==> src/common/dmt_pkg.sv <==
// constants shared by the dual mode timer design
package dmt_pkg;
   // register offsets
   localparam logic [7:0] ADDR_B_CTRL   = 8'hea;
   localparam logic [7:0] ADDR_MAIN_CTL = 8'heb;
   localparam logic [7:0] ADDR_INT_EN   = 8'hed;
   localparam logic [7:0] ADDR_INT_PEND = 8'hee;
   localparam logic [7:0] ADDR_LOW_CNT  = 8'he4;
   localparam logic [7:0] ADDR_HIGH_CNT = 8'he5;
   localparam logic [7:0] ADDR_LOW_REF  = 8'he6;
   localparam logic [7:0] ADDR_HIGH_REF = 8'he7;

   // control fields; run, clear and clock select shared by both control registers, wide and mode main only
   localparam int CTL_WIDE = 0;
   localparam int CTL_RUN  = 1;
   localparam int CTL_CLR  = 2;
   localparam int MODE_LSB = 3;
   localparam int CLK_LSB  = 5;
   localparam logic [7:0] MAIN_STORE = 8'hfb;
   localparam logic [7:0] B_STORE    = 8'he2;
   localparam logic [7:0] CTRL_RESET = 8'h00;

   localparam logic [1:0] MODE_INTERVAL = 2'h0;
   localparam logic [1:0] MODE_CAP_RISE = 2'h1;
   localparam logic [1:0] MODE_CAP_FALL = 2'h2;
   localparam logic [1:0] MODE_PWM      = 2'h3;

   localparam logic [2:0] CLK_DIV1024  = 3'h0;
   localparam logic [2:0] CLK_DIV256   = 3'h1;
   localparam logic [2:0] CLK_DIV64    = 3'h2;
   localparam logic [2:0] CLK_DIV8     = 3'h3;
   localparam logic [2:0] CLK_DIV1     = 3'h4;
   localparam logic [2:0] CLK_EXT_RISE = 3'h5;

   localparam int         DIV_W     = 10;
   localparam logic [9:0] MASK_1024 = 10'h3ff;
   localparam logic [9:0] MASK_256  = 10'h0ff;
   localparam logic [9:0] MASK_64   = 10'h03f;
   localparam logic [9:0] MASK_8    = 10'h007;
   localparam logic [9:0] MASK_1    = 10'h000;

   // interrupt enable and pending bits
   localparam int         PND_OVF   = 2;
   localparam int         PND_MATCH = 3;
   localparam int         PND_B     = 4;
   localparam logic [7:0] INT_BITS  = 8'h1c;
   localparam logic [7:0] INT_RESET = 8'h00;

   localparam logic [1:0]  CAP_SRC_PIN = 2'h0;
   localparam logic [15:0] TOP_WIDE    = 16'hffff;
   localparam logic [15:0] TOP_SPLIT   = 16'h00ff;
endpackage : dmt_pkg

==> src/common/dmt_tick_if.sv <==
// prescaler select and tick between timer and prescaler
`timescale 1ns/1ps
`default_nettype none
interface dmt_tick_if;
   logic [2:0] clk_sel;
   logic       run;
   logic       tick;
   modport prescaler (input clk_sel, input run, output tick);
   modport timer (output clk_sel, output run, input tick);
endinterface : dmt_tick_if
`default_nettype wire

==> src/verilog/dmt_prescaler.sv <==
// system clock divider with selectable ratio
`timescale 1ns/1ps
`default_nettype none
module dmt_prescaler #(
   parameter int DIV_W = dmt_pkg::DIV_W
) (
   input wire logic          clk,
   input wire logic          rst,
   dmt_tick_if.prescaler     tk
);
   logic [DIV_W-1:0] div_q;
   logic [DIV_W-1:0] mask;
   logic             internal;

   always_comb begin
      internal = 1'b1;
      case (tk.clk_sel)
         dmt_pkg::CLK_DIV1024: mask = DIV_W'(dmt_pkg::MASK_1024);
         dmt_pkg::CLK_DIV256:  mask = DIV_W'(dmt_pkg::MASK_256);
         dmt_pkg::CLK_DIV64:   mask = DIV_W'(dmt_pkg::MASK_64);
         dmt_pkg::CLK_DIV8:    mask = DIV_W'(dmt_pkg::MASK_8);
         dmt_pkg::CLK_DIV1:    mask = DIV_W'(dmt_pkg::MASK_1);
         default: begin
            mask     = DIV_W'(dmt_pkg::MASK_1024);
            internal = 1'b0;
         end
      endcase
   end

   // restarts from zero whenever the timer stops
   always_ff @(posedge clk) begin
      if (rst || !tk.run)
         div_q <= '0;
      else
         div_q <= div_q + 1'b1;
   end

   assign tk.tick = tk.run && internal && ((div_q & mask) == mask);
endmodule : dmt_prescaler
`default_nettype wire

==> src/verilog/dmt_pin_sync.sv <==
// two-stage pin synchroniser with edge pulses
`timescale 1ns/1ps
`default_nettype none
module dmt_pin_sync #(
   parameter int N = 2
) (
   input wire logic         clk,
   input wire logic         rst,
   input wire logic [N-1:0] pin,
   output logic     [N-1:0] rise,
   output logic     [N-1:0] fall
);
   logic [N-1:0] meta_q;
   logic [N-1:0] sync_q;
   logic [N-1:0] prev_q;

   always_ff @(posedge clk) begin
      if (rst) begin
         meta_q <= '0;
         sync_q <= '0;
         prev_q <= '0;
      end else begin
         meta_q <= pin;
         sync_q <= meta_q;
         prev_q <= sync_q;
      end
   end

   assign rise = sync_q & ~prev_q;
   assign fall = ~sync_q & prev_q;
endmodule : dmt_pin_sync
`default_nettype wire

==> src/verilog/dmt_timer.sv <==
// dual mode timer: one 16-bit timer or two 8-bit timers
//
// How it works
// - main control bit 0 high gives one 16-bit timer, low gives timers A and B.
// - counter clock is system clock over 1024/256/64/8/1, or external pin edges.
// - reset clears main control: interval mode, divide by 1024, stopped.
// - writing 1 to main control clear bit zeroes the timer counter.
// - overflow pending clears on service acknowledge or software writing 0.
// - match request needs run bit and enable bit 3; pending bit 3 readable.
// - interval mode: counter equal to reference raises match and restarts counter.
// - interval mode: every match inverts the toggle pin.
// - PWM mode: match leaves counter running; 16-bit counter wraps to zero.
// - PWM pin low while reference at or below counter, high when above.
// - capture mode: selected pin edge copies counter into reference register.
// - capture mode: overflow raises overflow event, each capture raises match event.
// - split mode timer A gives all three modes on 8 bits.
// - split mode timer B: interval only, own prescaler, own match interrupt.
// - reset clears timer B control; its clear bit zeroes timer B counter.
// - 8-bit PWM counter wraps from FF to zero, period 256 clocks.
`timescale 1ns/1ps
`default_nettype none
module dmt_timer (
   input wire logic        clk,
   input wire logic        rst,
   input wire logic [7:0]  reg_addr,
   input wire logic        reg_wr,
   input wire logic [7:0]  reg_wdata,
   output logic     [7:0]  reg_rdata,
   input wire logic        capture_input_pin,
   input wire logic        external_clock_pin,
   input wire logic [1:0]  capture_src_sel,
   input wire logic        ovf_service_ack,
   output logic            match_toggle_pin,
   output logic            pwm_output_pin,
   output logic            overflow_interrupt,
   output logic            match_capture_interrupt,
   output logic            timer_b_interrupt
);
   logic [7:0]  main_ctl_q;
   logic [7:0]  b_ctl_q;
   logic [7:0]  int_en_q;
   logic [7:0]  pend_q;
   logic [7:0]  pend_d;
   logic [15:0] cnt_q;
   logic [15:0] cnt_d;
   logic [15:0] ref_q;
   logic [15:0] a_cnt;
   logic [15:0] a_ref;
   logic [15:0] a_top;
   logic [15:0] a_inc;
   logic [1:0]  rise;
   logic [1:0]  fall;
   logic        wide;
   logic        run_a;
   logic        run_b;
   logic [1:0]  mode;
   logic [2:0]  a_sel;
   logic        wr_main;
   logic        wr_b;
   logic        wr_pend;
   logic        clr_a;
   logic        clr_b;
   logic        ext_tick;
   logic        tick_a;
   logic        tick_b;
   logic        a_match;
   logic        a_last;
   logic        b_match;
   logic        cap_edge;
   logic        ev_match;
   logic        ev_ovf;
   logic        ev_b;

   function automatic logic wr_hit(input logic we, input logic [7:0] a, input logic [7:0] off);
      return we && (a == off);
   endfunction : wr_hit

   dmt_tick_if ta ();
   dmt_tick_if tb ();

   dmt_prescaler u_pre_a (.clk(clk), .rst(rst), .tk(ta.prescaler));
   dmt_prescaler u_pre_b (.clk(clk), .rst(rst), .tk(tb.prescaler));

   // bit 0 capture pin, bit 1 external clock pin
   dmt_pin_sync #(.N(2)) u_sync (
      .clk  (clk),
      .rst  (rst),
      .pin  ({external_clock_pin, capture_input_pin}),
      .rise (rise),
      .fall (fall)
   );

   assign wide    = main_ctl_q[dmt_pkg::CTL_WIDE];
   assign run_a   = main_ctl_q[dmt_pkg::CTL_RUN];
   assign run_b   = b_ctl_q[dmt_pkg::CTL_RUN] && !wide;
   assign mode    = main_ctl_q[dmt_pkg::MODE_LSB +: 2];
   assign a_sel   = main_ctl_q[dmt_pkg::CLK_LSB +: 3];
   assign wr_main = wr_hit(reg_wr, reg_addr, dmt_pkg::ADDR_MAIN_CTL);
   assign wr_b    = wr_hit(reg_wr, reg_addr, dmt_pkg::ADDR_B_CTRL);
   assign wr_pend = wr_hit(reg_wr, reg_addr, dmt_pkg::ADDR_INT_PEND);
   assign clr_a   = wr_main && reg_wdata[dmt_pkg::CTL_CLR];
   assign clr_b   = wr_b && reg_wdata[dmt_pkg::CTL_CLR] && !wide;

   assign ta.clk_sel = a_sel;
   assign ta.run     = run_a;
   assign tb.clk_sel = b_ctl_q[dmt_pkg::CLK_LSB +: 3];
   assign tb.run     = run_b;

   // codes above the internal ratios count external pin edges
   assign ext_tick = (a_sel == dmt_pkg::CLK_EXT_RISE) ? rise[1] :
                     (a_sel > dmt_pkg::CLK_EXT_RISE) ? fall[1] : 1'b0;
   assign tick_a   = ta.tick || (run_a && ext_tick);
   assign tick_b   = tb.tick;

   // timer A views only the low byte in split mode
   assign a_cnt   = wide ? cnt_q : {8'h00, cnt_q[7:0]};
   assign a_ref   = wide ? ref_q : {8'h00, ref_q[7:0]};
   assign a_top   = wide ? dmt_pkg::TOP_WIDE : dmt_pkg::TOP_SPLIT;
   assign a_match = (a_cnt == a_ref);
   assign a_last  = (a_cnt == a_top);
   assign b_match = (cnt_q[15:8] == ref_q[15:8]);

   assign cap_edge = run_a && (capture_src_sel == dmt_pkg::CAP_SRC_PIN) &&
                     (((mode == dmt_pkg::MODE_CAP_RISE) && rise[0]) ||
                      ((mode == dmt_pkg::MODE_CAP_FALL) && fall[0]));

   assign ev_match = tick_a && a_match &&
                     ((mode == dmt_pkg::MODE_INTERVAL) || (mode == dmt_pkg::MODE_PWM));
   assign ev_ovf   = tick_a && a_last && !((mode == dmt_pkg::MODE_INTERVAL) && a_match);
   assign ev_b     = tick_b && b_match;

   // interval restarts on match, other modes wrap at the top
   always_comb begin
      if (mode == dmt_pkg::MODE_INTERVAL)
         a_inc = a_match ? '0 : a_cnt + 16'h0001;
      else
         a_inc = a_last ? '0 : a_cnt + 16'h0001;
   end

   always_comb begin
      cnt_d = cnt_q;
      if (tick_a)
         cnt_d = wide ? a_inc : {cnt_q[15:8], a_inc[7:0]};
      if (tick_b)
         cnt_d[15:8] = b_match ? 8'h00 : cnt_q[15:8] + 8'h01;
      if (clr_a) begin
         if (wide)
            cnt_d = '0;
         else
            cnt_d[7:0] = 8'h00;
      end
      if (clr_b)
         cnt_d[15:8] = 8'h00;
   end

   always_ff @(posedge clk) begin
      if (rst)
         cnt_q <= '0;
      else
         cnt_q <= cnt_d;
   end

   // control registers; clear bit acts on write and is not stored
   always_ff @(posedge clk) begin
      if (rst) begin
         main_ctl_q <= dmt_pkg::CTRL_RESET;
         b_ctl_q    <= dmt_pkg::CTRL_RESET;
         int_en_q   <= dmt_pkg::INT_RESET;
      end else begin
         if (wr_main)
            main_ctl_q <= reg_wdata & dmt_pkg::MAIN_STORE;
         if (wr_b)
            b_ctl_q <= reg_wdata & dmt_pkg::B_STORE;
         if (wr_hit(reg_wr, reg_addr, dmt_pkg::ADDR_INT_EN))
            int_en_q <= reg_wdata & dmt_pkg::INT_BITS;
      end
   end

   // reference registers; a capture wins over a software write
   always_ff @(posedge clk) begin
      if (rst)
         ref_q <= '0;
      else if (cap_edge && wide)
         ref_q <= cnt_q;
      else begin
         if (cap_edge)
            ref_q[7:0] <= cnt_q[7:0];
         else if (wr_hit(reg_wr, reg_addr, dmt_pkg::ADDR_LOW_REF))
            ref_q[7:0] <= reg_wdata;
         if (wr_hit(reg_wr, reg_addr, dmt_pkg::ADDR_HIGH_REF))
            ref_q[15:8] <= reg_wdata;
      end
   end

   // pending flags: set wins over any clear in the same cycle
   always_comb begin
      pend_d = pend_q;
      if (wr_pend)
         pend_d = pend_q & (reg_wdata | ~dmt_pkg::INT_BITS);
      if (ovf_service_ack)
         pend_d[dmt_pkg::PND_OVF] = 1'b0;
      if (ev_ovf)
         pend_d[dmt_pkg::PND_OVF] = 1'b1;
      if (ev_match || cap_edge)
         pend_d[dmt_pkg::PND_MATCH] = 1'b1;
      if (ev_b)
         pend_d[dmt_pkg::PND_B] = 1'b1;
   end

   always_ff @(posedge clk) begin
      if (rst)
         pend_q <= dmt_pkg::INT_RESET;
      else
         pend_q <= pend_d;
   end

   always_ff @(posedge clk) begin
      if (rst) begin
         overflow_interrupt      <= 1'b0;
         match_capture_interrupt <= 1'b0;
         timer_b_interrupt       <= 1'b0;
      end else begin
         overflow_interrupt      <= pend_q[dmt_pkg::PND_OVF] && int_en_q[dmt_pkg::PND_OVF];
         match_capture_interrupt <= pend_q[dmt_pkg::PND_MATCH] && run_a &&
                                    int_en_q[dmt_pkg::PND_MATCH];
         timer_b_interrupt       <= pend_q[dmt_pkg::PND_B] && run_b &&
                                    int_en_q[dmt_pkg::PND_B];
      end
   end

   always_ff @(posedge clk) begin
      if (rst)
         match_toggle_pin <= 1'b0;
      else if (ev_match && (mode == dmt_pkg::MODE_INTERVAL))
         match_toggle_pin <= !match_toggle_pin;
   end

   always_ff @(posedge clk) begin
      if (rst)
         pwm_output_pin <= 1'b0;
      else
         pwm_output_pin <= (mode == dmt_pkg::MODE_PWM) && (a_ref > a_cnt);
   end

   always_ff @(posedge clk) begin
      if (rst)
         reg_rdata <= 8'h00;
      else begin
         case (reg_addr)
            dmt_pkg::ADDR_MAIN_CTL: reg_rdata <= main_ctl_q;
            dmt_pkg::ADDR_B_CTRL:   reg_rdata <= b_ctl_q;
            dmt_pkg::ADDR_INT_EN:   reg_rdata <= int_en_q;
            dmt_pkg::ADDR_INT_PEND: reg_rdata <= pend_q;
            dmt_pkg::ADDR_LOW_CNT:  reg_rdata <= cnt_q[7:0];
            dmt_pkg::ADDR_HIGH_CNT: reg_rdata <= cnt_q[15:8];
            dmt_pkg::ADDR_LOW_REF:  reg_rdata <= ref_q[7:0];
            dmt_pkg::ADDR_HIGH_REF: reg_rdata <= ref_q[15:8];
            default:                reg_rdata <= 8'h00;
         endcase
      end
   end
endmodule : dmt_timer
`default_nettype wire

==> config.mk <==
export PLATFORM = sky130hd
export DESIGN_NAME = dmt_timer
export DESIGN_NICKNAME = d
export VERILOG_FILES = /design/src/common/dmt_pkg.sv /design/src/common/dmt_tick_if.sv /design/src/verilog/dmt_prescaler.sv /design/src/verilog/dmt_pin_sync.sv /design/src/verilog/dmt_timer.sv
export SDC_FILE = /design/constraint.sdc
export NUM_CORES = 1
export LEC_CHECK = 0
export BUFFER_PORTS_ARGS = -buffer_cell sky130_fd_sc_hd__buf_4
export CORE_ASPECT_RATIO = 1.75
export CORE_MARGIN = 3
export CORE_UTILIZATION = 55
export DETAILED_ROUTE_END_ITERATION = 10
export PLACE_DENSITY = 0.88
export REMOVE_ABC_BUFFERS = 1
export SLEW_MARGIN = 20
export SYNTH_ARGS = -nofsm -noshare
export SYNTH_HDL_FRONTEND = slang
export SYNTH_SLANG_ARGS = --single-unit
==> constraint.sdc <==
create_clock -name clk -period 2.6 [get_ports clk]
set_input_delay 0 -clock clk [delete_from_list [all_inputs] [get_ports clk]]
set_output_delay 0 -clock clk [all_outputs]
set_load 0.01 [all_outputs]
# Word-level counts from Yosys, hierarchy flattened
# Index checks and enable logic that the tools add are counted.
# classes
add_sub_neg	4
order_cmp	2
n_eq_ne	25
mux	28
bitwise	7
reduce_logical	57
# op_table
cell	n
$mux 16	10
$pmux 10 s4	2
$eq 8x8->1 const B	8
$pmux 8 s8	1
$mux 8	6
$logic_and 1x1->1	33
$eq 16x16->1	2
$add 10x1->10 const B	2
$and 10x10->10	2
$eq 10x10->1	2
$add 16x1->16 const B	1
$gt 16x16->1	1
$eq 3x2->1 const B	4
$reduce_or 5->1	2
$eq 3x3->1 const B	3
$add 8x1->8 const B	1
$and 8x8->8	1
$eq 8x8->1	1
$mux 1	8
$eq 3x1->1 const B	2
$logic_not 3->1	2
$logic_or 1x1->1	6
$reduce_bool 2->1	3
$reduce_bool 3->1	2
9 further kinds	18
# word_totals
register_bits	93
out_inout_bits	13

# Logic depth before layout (Yosys ltp)
# Gate-level depths: netlist (run 1).
# depth
depth_word	10
mapped_depth	12

# Hierarchy
# From an unflattened synthesis (run 1), not the netlist that was laid out.
# hier_totals
hier_cells	625
area_unflattened_um2	5071.1
# by_module_without_submodules
mod	n_inst	cells_per_inst	area_per_inst_um2	seq_area_each_um2
dmt_timer	1	505	3970.1	1241.2
dmt_prescaler	2	52	459.2	200.2
dmt_pin_sync	1	16	182.7	120.1

# Least setup slack after synthesis (run 1)
# No wires, ideal clock.
# synth_path
kind	reg-to-reg
startpoint	reg main_ctl_q[0]
endpoint	reg cnt_q[12]
setup_ns	0.118
arrival_ns	2.538
required_ns	2.482
setup_slack_ns	-0.056
path_stages_with_launch	13
path_buffers	3
synth_period_minus_slack_ns	2.656
path_cell_list	dfxtp_1 -> buf_4 -> clkbuf_1 -> clkbuf_1 -> nand2_1 -> ha_1 -> nand4_1 -> nor4_2 -> nand3_1 -> o41ai_4 -> o21ai_0 -> a22oi_1 -> o21ai_1
# synth_via
elab_chain_cells	9
word_cells_on_any_way	20
cone_classes	add/sub (1); eq/ne (2); mux (11); reduce/logical (6)
# synth_lines
element	line_no	rtl
start: declaration	dmt_timer.sv:39	logic [7:0] main_ctl_q;
start signal: assignment	dmt_timer.sv:166	main_ctl_q <= dmt_pkg::CTRL_RESET;
start signal: assignment	dmt_timer.sv:171	main_ctl_q <= reg_wdata & dmt_pkg::MAIN_STORE;
$mux 16, on equally long branches	dmt_timer.sv:116, dmt_timer.sv:117, dmt_timer.sv:118	
$add 16x1->16, or another cell as far along	dmt_timer.sv:135, dmt_timer.sv:137	
$mux 16, on equally long branches	dmt_timer.sv:137, dmt_timer.sv:135	
$mux 16	dmt_timer.sv:134	if (mode == dmt_pkg::MODE_INTERVAL)
$mux 16	dmt_timer.sv:143	cnt_d = wide ? a_inc : {cnt_q[15:8], a_inc[7:0]};
$mux 16	dmt_timer.sv:142	if (tick_a)
$mux 8	dmt_timer.sv:144	if (tick_b)
$mux 8	dmt_timer.sv:147	if (wide)
$mux 16	dmt_timer.sv:146	if (clr_a) begin
end signal: assignment	dmt_timer.sv:160	cnt_q <= cnt_d;
end: declaration	dmt_timer.sv:44	logic [15:0] cnt_q;
# Several ways; a longest one is shown, not always the timed one.
# A chain may end at the register's enable or synchronous reset.

# Worst setup path after layout (run 1)
# layout_path
startpoint	reg main_ctl_q[0]
endpoint	reg cnt_q[4]
# layout_via
elab_chain_cells	5
word_cells_on_any_way	9
cone_classes	eq/ne (2); mux (7)
# layout_lines
element	line_no
$mux 16, on equally long branches	dmt_timer.sv:116, dmt_timer.sv:117, dmt_timer.sv:118
$eq 16x16->1, on equally long branches	dmt_timer.sv:120, dmt_timer.sv:119
$mux 16, on equally long branches	dmt_timer.sv:137, dmt_timer.sv:135
$mux 16 *	dmt_timer.sv:134
$mux 16 *	dmt_timer.sv:143
# Every way passes the cells marked *; elsewhere a longest branch is shown, timed or not.

==> flow_summary.rst, run 1 <==
.. list-table::
   :header-rows: 1

   * - Metric
     - Value
   * - Leading cell types in the layout, fill and taps excluded
     - dfxtp_1 (87), nor2_1 (70), buf_4 (60)
   * - Largest family of logic cells by synthesized area
     - simple AND/OR/NAND/NOR gates
   * - Per-cell via count in the routed design
     - 6.294
   * - Depth of the worst register-to-register path
     - 12
   * - Synth top area share
     - 35.84%
   * - Total cell area at the placement stage
     - 5390 sq um
   * - Worst Clk Skew
     - around 0.0083 ns
   * - Total routed wirelength
     - between 10 and 15 mm
   * - Final ANT Viol Nets
     - 0
   * - Die height
     - 131.1 um
   * - Pins Over Slew Limit
     - 0
   * - Number of clock sinks seen by CTS
     - 88
   * - Result of the run
     - finished, final reports clean
   * - Clock tree from TritonCTS
     - built
   * - Rel. slew slack
     - 42.06%
   * - Buffer levels on the longest clock path
     - 2
   * - Die outline width
     - roughly 77 um
   * - Synth Warn #
     - 0
   * - Via count of the first global-routing pass
     - 4674
   * - Adder-Cell Fraction of Synth Area
     - a little over 6%
   * - Sequential cell area fraction in the yosys report
     - 35.84%
   * - Routability Congestion
     - 0.9545
   * - Combined area of the multi-input logic cells
     - 2963 sq um
   * - Synth top area cells
     - dfxtp_1 (36%), ha_1 (6.1%), mux2i_1 (5.7%), nor2_1 (5.3%), xnor2_1 (4.1%)
   * - Hold slack final
     - 0.08114 ns
   * - Placeable core area
     - 8671 sq um
   * - Die ar.
     - a little over 10000 sq um
   * - Setup slack of the worst register-to-register path
     - 0.18 ns
   * - Number of search-and-repair iterations in the first detailed-routing pass
     - 5
   * - Insertion delay to the later sink of the worst-skew pair
     - 0.35 ns
   * - Destination of the critical timing path
     - cnt_q[4]
   * - Pre-CTS setup slack
     - 0.2234 ns
   * - Number of top-level pins
     - 37
   * - Vias post-DR
     - 4670
   * - Final hold violations
     - 0
   * - Number of synthesized register bits
     - 88
   * - Cells after DPL
     - between 700 and 800
   * - Port Buffers
     - 36
   * - Largest net degree at the start of global routing
     - 45
   * - Fraction of layout cells with a size suffix above 1
     - roughly 16%
   * - Startpoint of the worst hold path
     - reg_addr[1]
   * - Final cycle utilization of the critical path
     - 93.03%
   * - Pwr/cell area
     - 475.2 nW/um^2
   * - Capturing point of the worst reg2reg path
     - cnt_q[4]
   * - Area growth, synth to finish
     - 18.73%
   * - Placed wire-length estimate after detailed placement
     - 10.45 mm
   * - Count of fill cells added during filler insertion
     - 677
   * - Max cap viols
     - 0
   * - Worst vdd ir
     - 0.3628 mV
   * - Slew at the pin closest to its max-slew limit
     - approximately 0.86 ns
   * - Nets
     - 668
   * - Startpoint type of the worst setup path
     - register
   * - Reg-to-Reg Start
     - main_ctl_q[0]
   * - Global-route wire length before repair
     - about 23 mm
   * - Starting density of the core
     - 56.70%
   * - Library cell occupying the most area in the post-synthesis netlist
     - dfxtp_1
   * - Fraction of synthesized area in multiplexers
     - 9.824%
   * - Final global-route overflow total
     - 0
   * - Number of diodes added for antenna fixing
     - 0
   * - Post-synthesis share of cell area spent on and, or, nand and nor gates
     - between 20% and 30%
   * - Post-Layout Inst Area
     - approximately 6000 sq um
   * - Finished Layout Cells
     - between 700 and 800
   * - Most common library cell in the layout ignoring fill and taps
     - dfxtp_1
   * - Critical-path maximum fanout
     - 27
   * - Cell depth of the worst hold path
     - 3
   * - Post-route worst setup slack
     - 0.1812 ns
   * - Count of endpoints failing setup in the final report
     - 0
   * - Wire length per cell after detailed routing
     - 19.53 um
   * - Mapped Cells
     - 565
   * - Highest achievable clock rate
     - 0.4134 GHz
   * - Proportion of register bits with asynchronous set or reset after synthesis
     - 0%
   * - Crit path launch
     - main_ctl_q[0]
   * - Class of the tightest hold or removal check
     - primary input to register
   * - WS Path Type
     - register to register
   * - XOR/XNOR Fraction of Synth Area
     - 6.058%
   * - Required time reported for the critical path endpoint
     - 2.83 ns
   * - Setup repair after global routing missed its margin
     - no
   * - Min Clock Period, post-route
     - 2.419 ns
   * - Post-synthesis cell type count
     - 60
   * - Sort of element at the end of the critical path
     - register
   * - GRT Resource Usage Total
     - 29.14%
   * - Static power due to leakage
     - 2.165 nW
   * - Number of CTS-inserted buffers
     - 9
   * - CTS Root Cell
     - clkbuf_16
   * - WP data arrival
     - 2.65 ns
   * - Seq. cell area
     - between 1500 and 2000 sq um
   * - Core Util, Final
     - 67.32%
   * - Avg Inst Size Synth
     - 8.701 sq um
   * - EDFF count, synth
     - 0
   * - # DRC
     - 0
   * - Post-synth design cell area
     - approximately 4900 sq um
   * - H-tree Lvls
     - 3
   * - Initial antenna violation count
     - 0
   * - Clk slew on worst S/H paths
     - 0.07 ns
   * - Compound-gate portion of the synthesized area
     - about 15%
   * - Std cell rows
     - 45
   * - Initial drt markers
     - approximately 380
   * - Leading register cell type out of synthesis
     - dfxtp_1
## repair_timing
item,CTS,global route
gates resized for setup,0,1
buffers inserted,0,1
hold buffers,14,0
endpoints found under the setup margin,0,3
endpoints found under the hold margin,17,0
## power by group
part	leakage, nW	internal [mW]	switching [mW]
Clock	0.143	0.750	0.554
Sequential	0.710	1.35	0.00213
Combinational	1.31	0.0537	0.0622
Total	2.16	2.16	0.618
## metrics by stage
step / setup TNS (ns) / power (mW)
2_1_floorplan: -0.03744 / 1.413
3_3_place_gp: 0 / 1.481
3_5_place_dp: 0 / 1.483
4_1_cts: 0 / 2.775
5_1_grt: 0 / 2.840
6_report: 0 / 2.774
## layer usage
layer	global-route usage [%]	wire length, um
met1	27.95	5129
met5	0	0
met3	4.514	685
met4	27.04	1196
met2	52.88	7481
## Yosys cell counts, drive strengths merged, types with 9 or more instances
library cell,count
dfxtp,88
nor2,71
nand2,47
mux2i,28
nand3,28
o21ai,27
a21oi,25
ha,24
xnor2,23
clkbuf,20
a211oi,16
inv,15
nand4,15
buf,11
xor2,11
a31oi,9
nor2b,9
## cell type report
type / instances / area share [%]
Tap cell: 117 / 2.508
Timing Repair Buffer: 75 / 10.46
Sequential cell: 88 / 30.20
Inverter: 15 / 0.9646
Multi-Input combinational cell: 431 / 50.76
Clock inverter: 6 / 1.179
Clock buffer: 10 / 3.923
## cell families (layout without fill, tap and decap cells)
group                    Yosys count  in the layout
AND/OR/NAND/NOR                  224            224
AO/OA/AOI/OAI                    110            110
flip-flops                        88             88
buffers and inverters             46            106
multiplexers                      39             39
XOR/XNOR                          34             34
adder cells (fa/ha/maj)           24             24
## worst min path at each step
stage                        to
2_1_floorplan       int_en_q[2]
3_3_place_gp   u_sync.meta_q[1]
3_5_place_dp   u_sync.meta_q[0]
4_1_cts            reg_rdata[1]
5_1_grt            reg_rdata[1]
6_report           reg_rdata[1]
## flip-flops by register name, summed over array words and instances, names as in the netlist
name                     cells
u_pre_a.div_q               10
match_toggle_pin             1
pend_q                       3
ref_q                       16
u_sync.meta_q                2
int_en_q                     3
pwm_output_pin               1
timer_b_interrupt            1
b_ctl_q                      4
match_capture_interrupt      1
u_sync.prev_q                2
overflow_interrupt           1
reg_rdata                    8
u_sync.sync_q                2
cnt_q                       16
u_pre_b.div_q               10
main_ctl_q                   7
## worst max-delay path, cell delays in order, from the launching register on
cell     delay [ns]
dfxtp_1        0.33
buf_12         0.16
and2_1         0.16
ha_1           0.30
nand4_1        0.17
nor4_2         0.33
buf_4          0.16
buf_4          0.11
nand2_1        0.10
o21a_1         0.15
o21ai_1        0.11
buf_4          0.16
nor2_1         0.06
(Power assumes the default switching activity.)
==> run 2: changes to the inputs <==
--- a/config.mk
+++ b/config.mk
@@ -11,6 +11,7 @@
 export CORE_UTILIZATION = 55
 export DETAILED_ROUTE_END_ITERATION = 10
 export PLACE_DENSITY = 0.88
+export RECOVER_POWER = 25
 export REMOVE_ABC_BUFFERS = 1
 export SLEW_MARGIN = 20
 export SYNTH_ARGS = -nofsm -noshare
==> flow_summary.rst, run 2 (synthesized netlist as in run 1, its figures left out) <==
.. list-table::
   :header-rows: 1

   * - Metric
     - Value
   * - Startpoint type of the worst setup path
     - register
   * - Number of diodes added for antenna fixing
     - 0
   * - Number of search-and-repair iterations in the first detailed-routing pass
     - 5
   * - Critical-path maximum fanout
     - 27
   * - CTS Root Cell
     - clkbuf_16
   * - Per-cell via count in the routed design
     - 6.310
   * - Rel. slew slack
     - -39.01%
   * - Most common library cell in the layout ignoring fill and taps
     - dfxtp_1
   * - Number of top-level pins
     - 37
   * - Standard cell with the maximum stage delay on the critical path
     - dfxtp_1
   * - Max cap viols
     - 1
   * - Placed wire-length estimate after detailed placement
     - 10.45 mm
   * - Final ANT Viol Nets
     - 0
   * - Crit path cell chain
     - buf_12 -> and2_1 -> ha_1 -> nand4_1 -> nor4_2 -> buf_4 -> buf_4 -> nand2_1 -> o21a_1 -> o21ai_1 -> buf_4 -> nor2_1
   * - Pwr/cell area
     - 479.6 nW/um^2
   * - Total routed wirelength
     - 14.49 mm
   * - Top flop regs
     - cnt_q x16, ref_q x16
   * - Global-route wire length before repair
     - between 20 and 25 mm
   * - Buffer levels on the longest clock path
     - 2
   * - Class of the tightest hold or removal check
     - primary input to register
   * - Leading cell types in the layout, fill and taps excluded
     - dfxtp_1 (87), nor2_1 (70), nand2_1 (46)
   * - Worst Clk Skew
     - 0.008635 ns
   * - Final cycle utilization of the critical path
     - slightly above 90%
   * - Worst vdd ir
     - 0.3629 mV
   * - H-tree Lvls
     - 3
   * - Initial antenna violation count
     - 0
   * - Initial drt markers
     - just over 400
   * - Min Clock Period, post-route
     - 2.423 ns
   * - Starting density of the core
     - 56.70%
   * - Hold slack final
     - about 0.094 ns
   * - Fraction of layout cells with a size suffix above 1
     - 13.92%
   * - Die height
     - about 130 um
   * - Count of endpoints failing setup in the final report
     - 0
   * - # DRC
     - 0
   * - GRT Resource Usage Total
     - 29.14%
   * - Highest achievable clock rate
     - 0.4126 GHz
   * - Vias post-DR
     - 4682
   * - Area growth, synth to finish
     - 17.66%
   * - Std cell rows
     - 45
   * - Nets
     - 668
   * - Number of clock sinks seen by CTS
     - between 80 and 90
   * - Pre-CTS setup slack
     - 0.2234 ns
   * - Clk slew on worst S/H paths
     - 0.07 ns
   * - Slew at the pin closest to its max-slew limit
     - approximately 2.1 ns
   * - Via count of the first global-routing pass
     - 4674
   * - Final hold violations
     - 0
   * - WS Path Type
     - register to register
   * - Largest net degree at the start of global routing
     - 45
   * - Port Buffers
     - 36
   * - Routability Congestion
     - 0.9545
   * - Sort of element at the end of the critical path
     - register
   * - Number of CTS-inserted buffers
     - 9
   * - Die outline width
     - 77.47 um
   * - Violations in the final reports
     - capacitance limit, slew limit
   * - Result of the run
     - finished with violations
   * - WP buf/inv
     - 4
   * - Insertion delay to the later sink of the worst-skew pair
     - 0.35 ns
   * - Setup TNS
     - 0 ns
   * - Die ar.
     - 10150 sq um
   * - Post-route worst setup slack
     - 0.1766 ns
   * - Family with the most delay on the worst path
     - simple AND/OR/NAND/NOR gates
   * - Most numerous cell on the critical path
     - buf_4
   * - Clock tree from TritonCTS
     - built
   * - Placeable core area
     - 8671 sq um
   * - Wire length per cell after detailed routing
     - 19.53 um
   * - Static power due to leakage
     - ~2.1 nW
   * - WP data arrival
     - 2.66 ns
   * - Required time reported for the critical path endpoint
     - approximately 2.8 ns
   * - Largest incremental delay on the critical path
     - 0.33 ns
   * - Final global-route overflow total
     - 0
   * - Setup repair after global routing missed its margin
     - no
   * - Pins Over Slew Limit
     - 45
run 2: changes by cell type in the layout (fill, tap and decap cells not counted), sizes merged:
| cell | previous run | this run |
|---|---|---|
| clkbuf | 10 | 26 |
| buf | 61 | 45 |
run 2: repair_timing:
item                       CTS  global route
hold endpoints to repair    17             0
resized for setup            0             1
buffers inserted             0             1
hold buffers                14             0
setup endpoints to repair    0             3
run 2: layer usage:
layer	track usage, %	part of all wire, %
met1	27.95	35
met2	52.88	51
met3	4.514	5.3
met4	27.04	8.6
met5	0	0
run 2: power breakdown:
| group | switching (mW) | leakage [nW] | internal [mW] | total [mW] |
|---|---|---|---|---|
| sequential | 0.00212 | 0.710 | 1.35 | 1.35 |
| combinational | 0.0619 | 1.25 | 0.0530 | 0.115 |
| clock | 0.555 | 0.143 | 0.750 | 1.31 |
| total | 0.619 | 2.10 | 2.15 | 2.77 |
run 2: cell type report:
| type | instances | area, sq um |
|---|---|---|
| multi-input cells | 431 | 2963 |
| fillers | 695 | 2887 |
| flip-flops and latches | 88 | 1763 |
| repair buffers | 75 | 558.0 |
| clock buffers | 10 | 229.0 |
| well taps | 117 | 146.4 |
| clock inverters | 6 | 68.82 |
| inverters | 15 | 56.30 |
run 2: stage by stage:
step	total power, mW	cells	cell area (sq um)	utilization [%]
after floorplan	1.413	534	4781	-
after global placement	1.481	711	5390	62.16
after detailed placement	1.483	711	5390	62.16
after CTS	2.775	741	5828	67.22
after global routing	2.839	742	5784	66.71
final	2.774	742	5784	66.71
run 2: worst min-delay path: stages:
cell,delay [ns]
buf_4,0.18
nand4_1,0.13
a21oi_1,0.07
run 2: final timing paths:
check                    from  depth (start not counted)  slack, ns                to
min               reg_addr[1]                          3       0.09      reg_rdata[1]
max reg2reg     main_ctl_q[0]                         12       0.18          cnt_q[4]
min reg2reg  u_sync.meta_q[0]                          1       0.44  u_sync.sync_q[0]
max             main_ctl_q[0]                         12       0.18          cnt_q[4]
